### config.mk
export PLATFORM = sky130hd
export DESIGN_NAME = dcc_core_control
export DESIGN_NICKNAME = d
export VERILOG_FILES = /design/src/dcc_pkg.sv /design/src/dcc_sl_if.sv /design/src/dcc_core_control.sv /design/src/dcc_safeload.sv
export SDC_FILE = /design/constraint.sdc
export NUM_CORES = 1
export LEC_CHECK = 0
export ABC_AREA = 1
export BUFFER_PORTS_ARGS = -buffer_cell sky130_fd_sc_hd__buf_2
export CORE_MARGIN = 4
export CORE_UTILIZATION = 30
export DETAILED_ROUTE_END_ITERATION = 10
export PLACE_DENSITY = 0.58
export SYNTH_ARGS = -nofsm -noshare
export SYNTH_HDL_FRONTEND = slang
export SYNTH_SLANG_ARGS = --single-unit
### constraint.sdc
create_clock -name clk -period 3.2 [get_ports clk]
set_input_delay 0.64 -clock clk [delete_from_list [all_inputs] [get_ports clk]]
set_output_delay 0.64 -clock clk [all_outputs]
set_load 0.1 [all_outputs]
### src/dcc_pkg.sv
// constants shared by the dsp core control register block
`default_nettype none
package dcc_pkg;

  // --------------------------------------------------------------------
  // widths
  // --------------------------------------------------------------------
  localparam int ADDR_W      = 12;
  localparam int DATA_W      = 16;
  localparam int PRAM_ADDR_W = 10;
  localparam int NUM_SLOTS   = 5;
  localparam int NUM_IFACE   = 8;
  localparam int NUM_AUX     = 4;
  localparam int SLOT_IDX_W  = 3;

  // --------------------------------------------------------------------
  // control port addresses
  // --------------------------------------------------------------------
  localparam logic [11:0] ADDR_IFACE_FIRST = 12'h800;  // 2048
  localparam logic [11:0] ADDR_IFACE_LAST  = 12'h807;  // 2055
  localparam logic [11:0] ADDR_GPIO_SET    = 12'h808;  // 2056
  localparam logic [11:0] ADDR_AUX_FIRST   = 12'h809;  // 2057
  localparam logic [11:0] ADDR_AUX_LAST    = 12'h80C;  // 2060
  localparam logic [11:0] ADDR_SL_ADDR0    = 12'h810;  // five address regs
  localparam logic [11:0] ADDR_SL_DATA0    = 12'h815;  // five data regs
  localparam logic [11:0] ADDR_CORE_CTRL   = 12'h81C;  // 2076

  // --------------------------------------------------------------------
  // core control register fields
  // --------------------------------------------------------------------
  localparam int BIT_RATE_LO   = 0;
  localparam int BIT_CORE_RUN  = 2;
  localparam int BIT_DAC_MUTE  = 3;
  localparam int BIT_ADC_MUTE  = 4;
  localparam int BIT_SL_START  = 5;
  localparam int BIT_IFACE_HW  = 6;
  localparam int BIT_GPIO_OVR  = 7;
  localparam int BIT_AUX_HW    = 8;
  localparam int BIT_DEBNC_LO  = 12;
  localparam logic [15:0] CORE_CTRL_MASK  = 16'h31FF;  // reserved read 0
  localparam logic [15:0] CORE_CTRL_RESET = 16'h0000;

  // --------------------------------------------------------------------
  // sample rate codes
  // --------------------------------------------------------------------
  typedef enum logic [1:0] {
    DCC_RATE_1X  = 2'b00,
    DCC_RATE_2X  = 2'b01,
    DCC_RATE_4X  = 2'b10,
    DCC_RATE_RSV = 2'b11
  } dcc_rate_t;

  localparam logic [10:0] IPS_1X = 11'h400;  // 1024
  localparam logic [10:0] IPS_2X = 11'h200;  // 512
  localparam logic [10:0] IPS_4X = 11'h100;  // 256
  localparam logic [2:0]  CONV_MULT_1X = 3'h1;
  localparam logic [2:0]  CONV_MULT_2X = 3'h2;
  localparam logic [2:0]  CONV_MULT_4X = 3'h4;  // 192 kHz converters

  // safeload engine states, gray along idle -> copy -> done
  typedef enum logic [1:0] {
    DCC_SL_IDLE = 2'b00,
    DCC_SL_COPY = 2'b01,
    DCC_SL_DONE = 2'b11
  } dcc_sl_state_t;

endpackage
`default_nettype wire

### src/dcc_sl_if.sv
// link between the register bank and the safeload engine
`default_nettype none
interface dcc_sl_if;
  logic                                start;
  logic [dcc_pkg::NUM_SLOTS-1:0]       pending;
  logic [dcc_pkg::PRAM_ADDR_W-1:0]     slot_addr [dcc_pkg::NUM_SLOTS];
  logic [dcc_pkg::DATA_W-1:0]          slot_data [dcc_pkg::NUM_SLOTS];
  logic [dcc_pkg::NUM_SLOTS-1:0]       consume;
  logic                                done;

  modport bank   (output start, pending, slot_addr, slot_data,
                  input consume, done);
  modport engine (input start, pending, slot_addr, slot_data,
                  output consume, done);
endinterface
`default_nettype wire

### src/dcc_core_control.sv
// dsp core control register bank with its satellite data registers
`default_nettype none
module dcc_core_control (
  // clock and reset
  input  wire logic                            clk,
  input  wire logic                            rst_n,
  // control port
  input  wire logic                            ctrl_wr,
  input  wire logic                            ctrl_rd,
  input  wire logic [dcc_pkg::ADDR_W-1:0]      ctrl_addr,
  input  wire logic [dcc_pkg::DATA_W-1:0]      ctrl_wdata,
  output var  logic [dcc_pkg::DATA_W-1:0]      ctrl_rdata,
  // dsp program writes to interface registers
  input  wire logic                            dsp_iface_we,
  input  wire logic [2:0]                      dsp_iface_idx,
  input  wire logic [dcc_pkg::DATA_W-1:0]      dsp_iface_data,
  // multipurpose pin sources
  input  wire logic [dcc_pkg::DATA_W-1:0]      mp_gpio_in,
  input  wire logic                            mp_aux_we,
  input  wire logic [1:0]                      mp_aux_idx,
  input  wire logic [dcc_pkg::DATA_W-1:0]      mp_aux_data,
  // register contents toward the core
  output var  logic [dcc_pkg::DATA_W-1:0]      iface_regs [dcc_pkg::NUM_IFACE],
  output var  logic [dcc_pkg::DATA_W-1:0]      gpio_setting,
  output var  logic [dcc_pkg::DATA_W-1:0]      aux_adc_regs [dcc_pkg::NUM_AUX],
  // core controls
  output var  logic                            adc_mute_n,
  output var  logic                            dac_mute_n,
  output var  logic                            core_run,
  output var  logic [1:0]                      rate_select,
  output var  logic [10:0]                     instr_per_sample,
  output var  logic [2:0]                      conv_rate_mult,
  output var  logic [1:0]                      gpio_debounce,
  // parameter ram write port
  output var  logic                            pram_we,
  output var  logic [dcc_pkg::PRAM_ADDR_W-1:0] pram_addr,
  output var  logic [dcc_pkg::DATA_W-1:0]      pram_wdata
);

  // ------------------------------------------------------------------
  // storage
  // ------------------------------------------------------------------
  logic [15:0] ctrl_reg;
  logic [15:0] iface_reg    [dcc_pkg::NUM_IFACE];
  logic [15:0] gpio_reg;
  logic [15:0] aux_reg      [dcc_pkg::NUM_AUX];
  logic [15:0] rdata_reg;

  dcc_sl_if sl ();

  // control bit aliases
  logic gpio_pin_write_override;
  logic iface_reg_host_write;
  logic aux_adc_host_write;
  logic safeload_start;

  assign gpio_pin_write_override = ctrl_reg[dcc_pkg::BIT_GPIO_OVR];
  assign iface_reg_host_write    = ctrl_reg[dcc_pkg::BIT_IFACE_HW];
  assign aux_adc_host_write      = ctrl_reg[dcc_pkg::BIT_AUX_HW];
  assign safeload_start          = ctrl_reg[dcc_pkg::BIT_SL_START];

  // ------------------------------------------------------------------
  // address decode
  // ------------------------------------------------------------------
  logic        hit_ctrl;
  logic        hit_iface;
  logic        hit_gpio;
  logic        hit_aux;
  logic        hit_sl_addr;
  logic        hit_sl_data;
  logic [11:0] off_iface;
  logic [11:0] off_aux;
  logic [11:0] off_sl_addr;
  logic [11:0] off_sl_data;

  localparam logic [11:0] SLOTS_12 = 12'(dcc_pkg::NUM_SLOTS);

  assign off_iface   = ctrl_addr - dcc_pkg::ADDR_IFACE_FIRST;
  assign off_aux     = ctrl_addr - dcc_pkg::ADDR_AUX_FIRST;
  assign off_sl_addr = ctrl_addr - dcc_pkg::ADDR_SL_ADDR0;
  assign off_sl_data = ctrl_addr - dcc_pkg::ADDR_SL_DATA0;

  assign hit_ctrl    = (ctrl_addr == dcc_pkg::ADDR_CORE_CTRL);
  assign hit_gpio    = (ctrl_addr == dcc_pkg::ADDR_GPIO_SET);
  assign hit_iface   = (ctrl_addr >= dcc_pkg::ADDR_IFACE_FIRST)
                       && (ctrl_addr <= dcc_pkg::ADDR_IFACE_LAST);
  assign hit_aux     = (ctrl_addr >= dcc_pkg::ADDR_AUX_FIRST)
                       && (ctrl_addr <= dcc_pkg::ADDR_AUX_LAST);
  assign hit_sl_addr = (ctrl_addr >= dcc_pkg::ADDR_SL_ADDR0)
                       && (off_sl_addr < SLOTS_12);
  assign hit_sl_data = (ctrl_addr >= dcc_pkg::ADDR_SL_DATA0)
                       && (off_sl_data < SLOTS_12);

  // ------------------------------------------------------------------
  // core control register
  // ------------------------------------------------------------------
  // start can only be raised by the host and only dropped by the engine,
  // so a late write of zero cannot abort a copy half way through
  always_ff @(posedge clk or negedge rst_n) begin
    if (!rst_n) begin
      ctrl_reg <= dcc_pkg::CORE_CTRL_RESET;
    end else begin
      // clear first, so a start written in the done cycle still lands
      if (sl.done) begin
        ctrl_reg[dcc_pkg::BIT_SL_START] <= 1'b0;
      end
      if (ctrl_wr && hit_ctrl) begin
        ctrl_reg[15:6] <= ctrl_wdata[15:6] & dcc_pkg::CORE_CTRL_MASK[15:6];
        ctrl_reg[4:0]  <= ctrl_wdata[4:0];
        if (ctrl_wdata[dcc_pkg::BIT_SL_START]) begin
          ctrl_reg[dcc_pkg::BIT_SL_START] <= 1'b1;
        end
      end
    end
  end

  // ------------------------------------------------------------------
  // interface registers
  // ------------------------------------------------------------------
  // host owns them while host write is on; the program is locked out
  always_ff @(posedge clk or negedge rst_n) begin
    if (!rst_n) begin
      for (int i = 0; i < dcc_pkg::NUM_IFACE; i++) begin
        iface_reg[i] <= 16'h0000;
      end
    end else if (iface_reg_host_write) begin
      if (ctrl_wr && hit_iface) begin
        iface_reg[off_iface[2:0]] <= ctrl_wdata;
      end
    end else if (dsp_iface_we) begin
      iface_reg[dsp_iface_idx] <= dsp_iface_data;
    end
  end

  // ------------------------------------------------------------------
  // gpio pin setting register
  // ------------------------------------------------------------------
  always_ff @(posedge clk or negedge rst_n) begin
    if (!rst_n) begin
      gpio_reg <= 16'h0000;
    end else if (gpio_pin_write_override) begin
      if (ctrl_wr && hit_gpio) begin
        gpio_reg <= ctrl_wdata;
      end
    end else begin
      gpio_reg <= mp_gpio_in;  // follows pins only without override
    end
  end

  // ------------------------------------------------------------------
  // auxiliary adc data registers
  // ------------------------------------------------------------------
  always_ff @(posedge clk or negedge rst_n) begin
    if (!rst_n) begin
      for (int i = 0; i < dcc_pkg::NUM_AUX; i++) begin
        aux_reg[i] <= 16'h0000;
      end
    end else if (aux_adc_host_write) begin
      if (ctrl_wr && hit_aux) begin
        aux_reg[off_aux[1:0]] <= ctrl_wdata;
      end
    end else if (mp_aux_we) begin
      aux_reg[mp_aux_idx] <= mp_aux_data;
    end
  end

  // ------------------------------------------------------------------
  // safeload slots
  // ------------------------------------------------------------------
  // a write to either half of a slot marks it pending; a write landing
  // in the same cycle the engine consumes it keeps it pending
  for (genvar s = 0; s < dcc_pkg::NUM_SLOTS; s++) begin : g_slot
    logic wr_a;
    logic wr_d;
    assign wr_a = ctrl_wr && hit_sl_addr && (off_sl_addr == 12'(s));
    assign wr_d = ctrl_wr && hit_sl_data && (off_sl_data == 12'(s));

    always_ff @(posedge clk or negedge rst_n) begin
      if (!rst_n) begin
        sl.slot_addr[s] <= '0;
        sl.slot_data[s] <= '0;
      end else begin
        if (wr_a) begin
          sl.slot_addr[s] <= ctrl_wdata[dcc_pkg::PRAM_ADDR_W-1:0];
        end
        if (wr_d) begin
          sl.slot_data[s] <= ctrl_wdata;
        end
      end
    end

    always_ff @(posedge clk or negedge rst_n) begin
      if (!rst_n) begin
        sl.pending[s] <= 1'b0;
      end else if (wr_a || wr_d) begin
        sl.pending[s] <= 1'b1;
      end else if (sl.consume[s]) begin
        sl.pending[s] <= 1'b0;
      end
    end
  end

  // start is a level; the engine only looks at it while idle
  assign sl.start = safeload_start;

  dcc_safeload u_safeload (
    .clk        (clk),
    .rst_n      (rst_n),
    .sl         (sl),
    .pram_we    (pram_we),
    .pram_addr  (pram_addr),
    .pram_wdata (pram_wdata)
  );

  // ------------------------------------------------------------------
  // read path, one cycle after the read strobe
  // ------------------------------------------------------------------
  always_ff @(posedge clk or negedge rst_n) begin
    if (!rst_n) begin
      rdata_reg <= 16'h0000;
    end else if (ctrl_rd) begin
      if (hit_ctrl) begin
        rdata_reg <= ctrl_reg;  // live start bit lets the host poll
      end else if (hit_iface) begin
        rdata_reg <= iface_reg[off_iface[2:0]];
      end else if (hit_gpio) begin
        rdata_reg <= gpio_reg;
      end else if (hit_aux) begin
        rdata_reg <= aux_reg[off_aux[1:0]];
      end else if (hit_sl_addr) begin
        rdata_reg <= 16'(sl.slot_addr[off_sl_addr[2:0]]);
      end else if (hit_sl_data) begin
        rdata_reg <= sl.slot_data[off_sl_data[2:0]];
      end else begin
        rdata_reg <= 16'h0000;  // unmapped reads as zero
      end
    end
  end
  assign ctrl_rdata = rdata_reg;

  // ------------------------------------------------------------------
  // outputs toward the core
  // ------------------------------------------------------------------
  assign adc_mute_n    = ctrl_reg[dcc_pkg::BIT_ADC_MUTE];
  assign dac_mute_n    = ctrl_reg[dcc_pkg::BIT_DAC_MUTE];
  assign core_run      = ctrl_reg[dcc_pkg::BIT_CORE_RUN];
  assign rate_select   = ctrl_reg[dcc_pkg::BIT_RATE_LO +: 2];
  assign gpio_debounce = ctrl_reg[dcc_pkg::BIT_DEBNC_LO +: 2];
  assign gpio_setting  = gpio_reg;
  always_comb begin
    for (int i = 0; i < dcc_pkg::NUM_IFACE; i++) begin
      iface_regs[i] = iface_reg[i];
    end
    for (int i = 0; i < dcc_pkg::NUM_AUX; i++) begin
      aux_adc_regs[i] = aux_reg[i];
    end
  end

  // rate decode; the reserved code falls back to single rate so the
  // core never sees an undefined program length
  always_comb begin
    unique case (dcc_pkg::dcc_rate_t'(rate_select))
      dcc_pkg::DCC_RATE_1X: begin
        instr_per_sample = dcc_pkg::IPS_1X;
        conv_rate_mult   = dcc_pkg::CONV_MULT_1X;
      end
      dcc_pkg::DCC_RATE_2X: begin
        instr_per_sample = dcc_pkg::IPS_2X;
        conv_rate_mult   = dcc_pkg::CONV_MULT_2X;
      end
      dcc_pkg::DCC_RATE_4X: begin
        instr_per_sample = dcc_pkg::IPS_4X;
        conv_rate_mult   = dcc_pkg::CONV_MULT_4X;
      end
      dcc_pkg::DCC_RATE_RSV: begin
        instr_per_sample = dcc_pkg::IPS_1X;
        conv_rate_mult   = dcc_pkg::CONV_MULT_1X;
      end
    endcase
  end

endmodule
`default_nettype wire

### src/dcc_safeload.sv
// safeload engine: copies written slots into parameter ram
`default_nettype none
module dcc_safeload (
  // clock and reset
  input  wire logic                            clk,
  input  wire logic                            rst_n,
  // link to register bank
  dcc_sl_if.engine                             sl,
  // parameter ram write port
  output var  logic                            pram_we,
  output var  logic [dcc_pkg::PRAM_ADDR_W-1:0] pram_addr,
  output var  logic [dcc_pkg::DATA_W-1:0]      pram_wdata
);

  dcc_pkg::dcc_sl_state_t state_reg;
  logic [dcc_pkg::SLOT_IDX_W-1:0] idx_reg;

  localparam logic [2:0] LAST_SLOT = 3'(dcc_pkg::NUM_SLOTS - 1);

  // ------------------------------------------------------------------
  // sequencer: one slot per cycle, slots 0..4 in order
  // ------------------------------------------------------------------
  always_ff @(posedge clk or negedge rst_n) begin
    if (!rst_n) begin
      state_reg <= dcc_pkg::DCC_SL_IDLE;
      idx_reg   <= 3'h0;
    end else begin
      unique case (state_reg)
        dcc_pkg::DCC_SL_IDLE: begin
          idx_reg <= 3'h0;
          if (sl.start) begin
            state_reg <= dcc_pkg::DCC_SL_COPY;
          end
        end
        dcc_pkg::DCC_SL_COPY: begin
          if (idx_reg == LAST_SLOT) begin
            state_reg <= dcc_pkg::DCC_SL_DONE;
          end else begin
            idx_reg <= idx_reg + 3'h1;
          end
        end
        dcc_pkg::DCC_SL_DONE: begin
          state_reg <= dcc_pkg::DCC_SL_IDLE;
        end
        default: begin
          state_reg <= dcc_pkg::DCC_SL_IDLE;
        end
      endcase
    end
  end

  // ------------------------------------------------------------------
  // ram write: only slots written since the last event go out
  // ------------------------------------------------------------------
  always_ff @(posedge clk or negedge rst_n) begin
    if (!rst_n) begin
      pram_we    <= 1'b0;
      pram_addr  <= '0;
      pram_wdata <= '0;
    end else begin
      pram_we <= (state_reg == dcc_pkg::DCC_SL_COPY)
                 && sl.pending[idx_reg];
      if (state_reg == dcc_pkg::DCC_SL_COPY) begin
        pram_addr  <= sl.slot_addr[idx_reg];
        pram_wdata <= sl.slot_data[idx_reg];
      end
    end
  end

  // consume clears a slot's pending flag; done ends the start bit
  always_comb begin
    sl.consume = '0;
    if (state_reg == dcc_pkg::DCC_SL_COPY) begin
      sl.consume[idx_reg] = sl.pending[idx_reg];
    end
  end
  assign sl.done = (state_reg == dcc_pkg::DCC_SL_DONE);

endmodule
`default_nettype wire

==> results_dict.tcl <==
set metrics [dict create \
    status "complete, no violations" \
    grt_usage_pct 24.41 \
    grt_pass1_wl_mm 143.8 \
    die_h_um 278.0 \
    cts_setup_buffers 0 \
    crit_fanout 11 \
    synth.most_common_cell "nand2_1" \
    hpwl_mm 71.65 \
    tightestPinTransition_ns 0.9800 \
    finalHoldViolCount 0 \
    grt_pass1_vias 20656 \
    period_share_pct 90.47 \
    grtUsageMet2_pct 37.37 \
    grt_antenna_before_repair 22 \
    power.density_nw_per_um2 594.8 \
    grt_max_degree 82 \
    slowest_stage "o21ai_0" \
    met3_usage_pct 6.770 \
    start_kind "input pin" \
    drive_gt1_share_pct 22.52 \
    power_mw 16.00 \
    fin_crit_ns 2.895 \
    ant_nets 0 \
    worst-r2r-setup-slack_ns 0.40 \
    yosysSeqAreaShare_pct 45.99 \
    pre_cts_slack_ns -0.2117 \
    ios 359 \
    cp.arrival_ns 3.40 \
    path_clk_slew_ns 0.06 \
    synth_edf_count 0 \
    regArea_um2 10060 \
    drc_errors 0 \
    async_flop_share_pct 100.0 \
    routed-via-count 21713 \
    gp_congestion 0.9513 \
    r2r-start "ctrl_reg[8]$_DFFE_PN0P_" \
    fin_tns_setup_ns 0 \
    maxCapViolCount 0 \
    timing.final.ws_setup_ns 0.3049 \
    cts_buffers 47 \
    num_rows 98 \
    fillCellCount 7522 \
    yosys.area.top_type "dfrtp_1" \
    reg2reg_to "aux_adc_regs[46]$_DFFE_PN0P_" \
    synth_area_leaders "dfrtp_1 46%, nand2_1 11%, o21ai_0 7.3%, o22ai_1 6.9%, inv_1 5.4%" \
    syn_avg_cell_area_um2 7.974 \
    die_x_um 278.0 \
    nets 3195 \
    slew_headroom_pct 33.82 \
    timing.hold.ws_ns 0.01509 \
    multiInputGateArea_um2 9691 \
    crit_path_frequent_cell "nand2_1" \
    initial_core_util_pct 30.44 \
    place_area_um2 25220 \
    syn_inst 2743 \
    core_area_um2 71850 \
    placedCellCount 3998 \
    setup_viol 0 \
    clk-insertion-delay-late_ns 0.59 \
    synth_top_area_share_pct 45.99 \
    fin_cells 4090 \
    p_leak_nw 12.69 \
    cp_cell_sequence "buf_2 -> inv_1 -> ha_1 -> inv_4 -> nor2_1 -> inv_1 -> nand2_1 -> buf_4 -> nor2_1 -> inv_1 -> buf_4 -> o21ai_0 -> nand2_1 -> inv_1 -> nand4_1 -> nand2_1 -> nand2_1 -> nand2_1 -> nand2_1 -> a21oi_1" \
    cp-startpoint "ctrl_addr[0]" \
    firstDrtPassIters 6 \
    cts_sinks 402 \
    min_path_type "input pin to async pin" \
    finalMaxSlewViolations 0 \
    drt_first_iter_violations 2208 \
    synth_flop_cell "dfrtp_1" \
    largest_reg_flops 128 \
    finClkSkew_ns 0.01724 \
    ys_warn_count 0 \
    h-tree-depth 2 \
    io_buffers 350 \
    ys_top_cells_by_count "650 x nand2_1, 402 x dfrtp_1, 321 x o21ai_0" \
    viasPerCell 5.309 \
    setup.worst_path.class "input pin to flop" \
    grt_overflow 0 \
    clk_path_buf_depth 3 \
    routed_wl_mm 97.46 \
    final_core_util_pct 37.44 \
    rsz0062_at_grt "false" \
    dieArea_um2 77290 \
    ys_types 57 \
    synth_seq_cells 402 \
    ir_drop_mv 0.3699 \
    postLayoutCellArea_um2 26900 \
    grt_use_met1_pct 33.13 \
    synth_area_um2 21870 \
    post_drt_wl_per_cell_um 23.83 \
    area_growth_pct 22.99 \
    ff2ff_path_depth 4 \
    busiest_layer "met2" \
    setup.worst_path.end_class "flop" \
    cts_tree "yes" \
    ctsRootBufferMaster "clkbuf_16" \
    max_stage_delay_ns 0.44 \
    worstPathRequired_ns 3.71 \
    fmax_ghz 0.3454 \
]
## power breakdown
group          leakage [nW]  total, mW  switching (mW)  internal (mW)
logic                  6.65       4.45            3.73          0.721
clock network         0.817       5.84            2.27           3.57
registers              5.22       5.71           0.298           5.41
## cell usage in the layout, fill, tap and decap left out, types with 11 or more instances in the layout
master	synthesis	layout
a21oi_1	85	85
a221oi_1	24	24
a31oi_1	26	26
buf_12	0	16
buf_2	28	349
buf_4	24	124
clkbuf_16	0	49
dfrtp_1	402	402
ha_1	11	11
inv_1	316	316
mux2_2	45	45
nand2_1	650	650
nand3_1	79	79
nand4_1	22	22
nor2_1	94	91
nor4_1	15	15
o21ai_0	321	319
o21ai_1	44	46
o21ai_2	23	23
o221a_2	12	12
o221ai_1	14	14
o22ai_1	242	242
## critical path, delay by kind of cell
family,cells,cell delay (ns)
buffers and inverters,8,1.13
adders and majority gates,1,0.25
and+or+nand+nor,9,0.81
AOI/OAI and AO/OA,2,0.57
## area by class of cell
| type | count | area share (%) |
|---|---|---|
| flip-flops and latches | 402 | 37.40 |
| multi-input cells | 1819 | 36.02 |
| repair buffers | 490 | 11.20 |
| clock buffers | 65 | 5.153 |
| inverters | 337 | 4.721 |
| well taps | 950 | 4.419 |
| clock inverters | 18 | 1.005 |
| diodes | 9 | 0.08372 |
## routing by layer
layer	share of wire, %	up-vias
li1	-	10052
met1	42	10404
met2	44	1028
met3	9.2	213
met4	4.1	16
met5	0.11	-
## logic make-up after synthesis
group | synth area share, %
buffers and inverters | 9.948
multiplexers | 2.832
XOR/XNOR | 0.07439
other | 0.01715
AO/OA/AOI/OAI | 23.16
flip-flops | 45.99
AND/OR/NAND/NOR | 17.35
adder cells (fa/ha/maj) | 0.6292
## worst max path at each step
stage	cells after the start	to	slack [ns]
CTS	20	ctrl_rdata[6]$_DFFE_PN0P_	0.37
finish	20	ctrl_rdata[3]$_DFFE_PN0P_	0.30
global route	20	ctrl_rdata[3]$_DFFE_PN0P_	0.10
global placement	20	ctrl_rdata[6]$_DFFE_PN0P_	-0.20
detailed placement	20	ctrl_rdata[6]$_DFFE_PN0P_	-0.21
floorplan	22	sl.slot_data[25]$_DFFE_PN0P_	0.02
## timing repair
item	CTS	global route
hold buffers	0	0
gates resized for setup	0	1
hold endpoints to repair	0	0
endpoints found under the setup margin	0	1
Note: power is estimated with default switching activity, not from simulation.
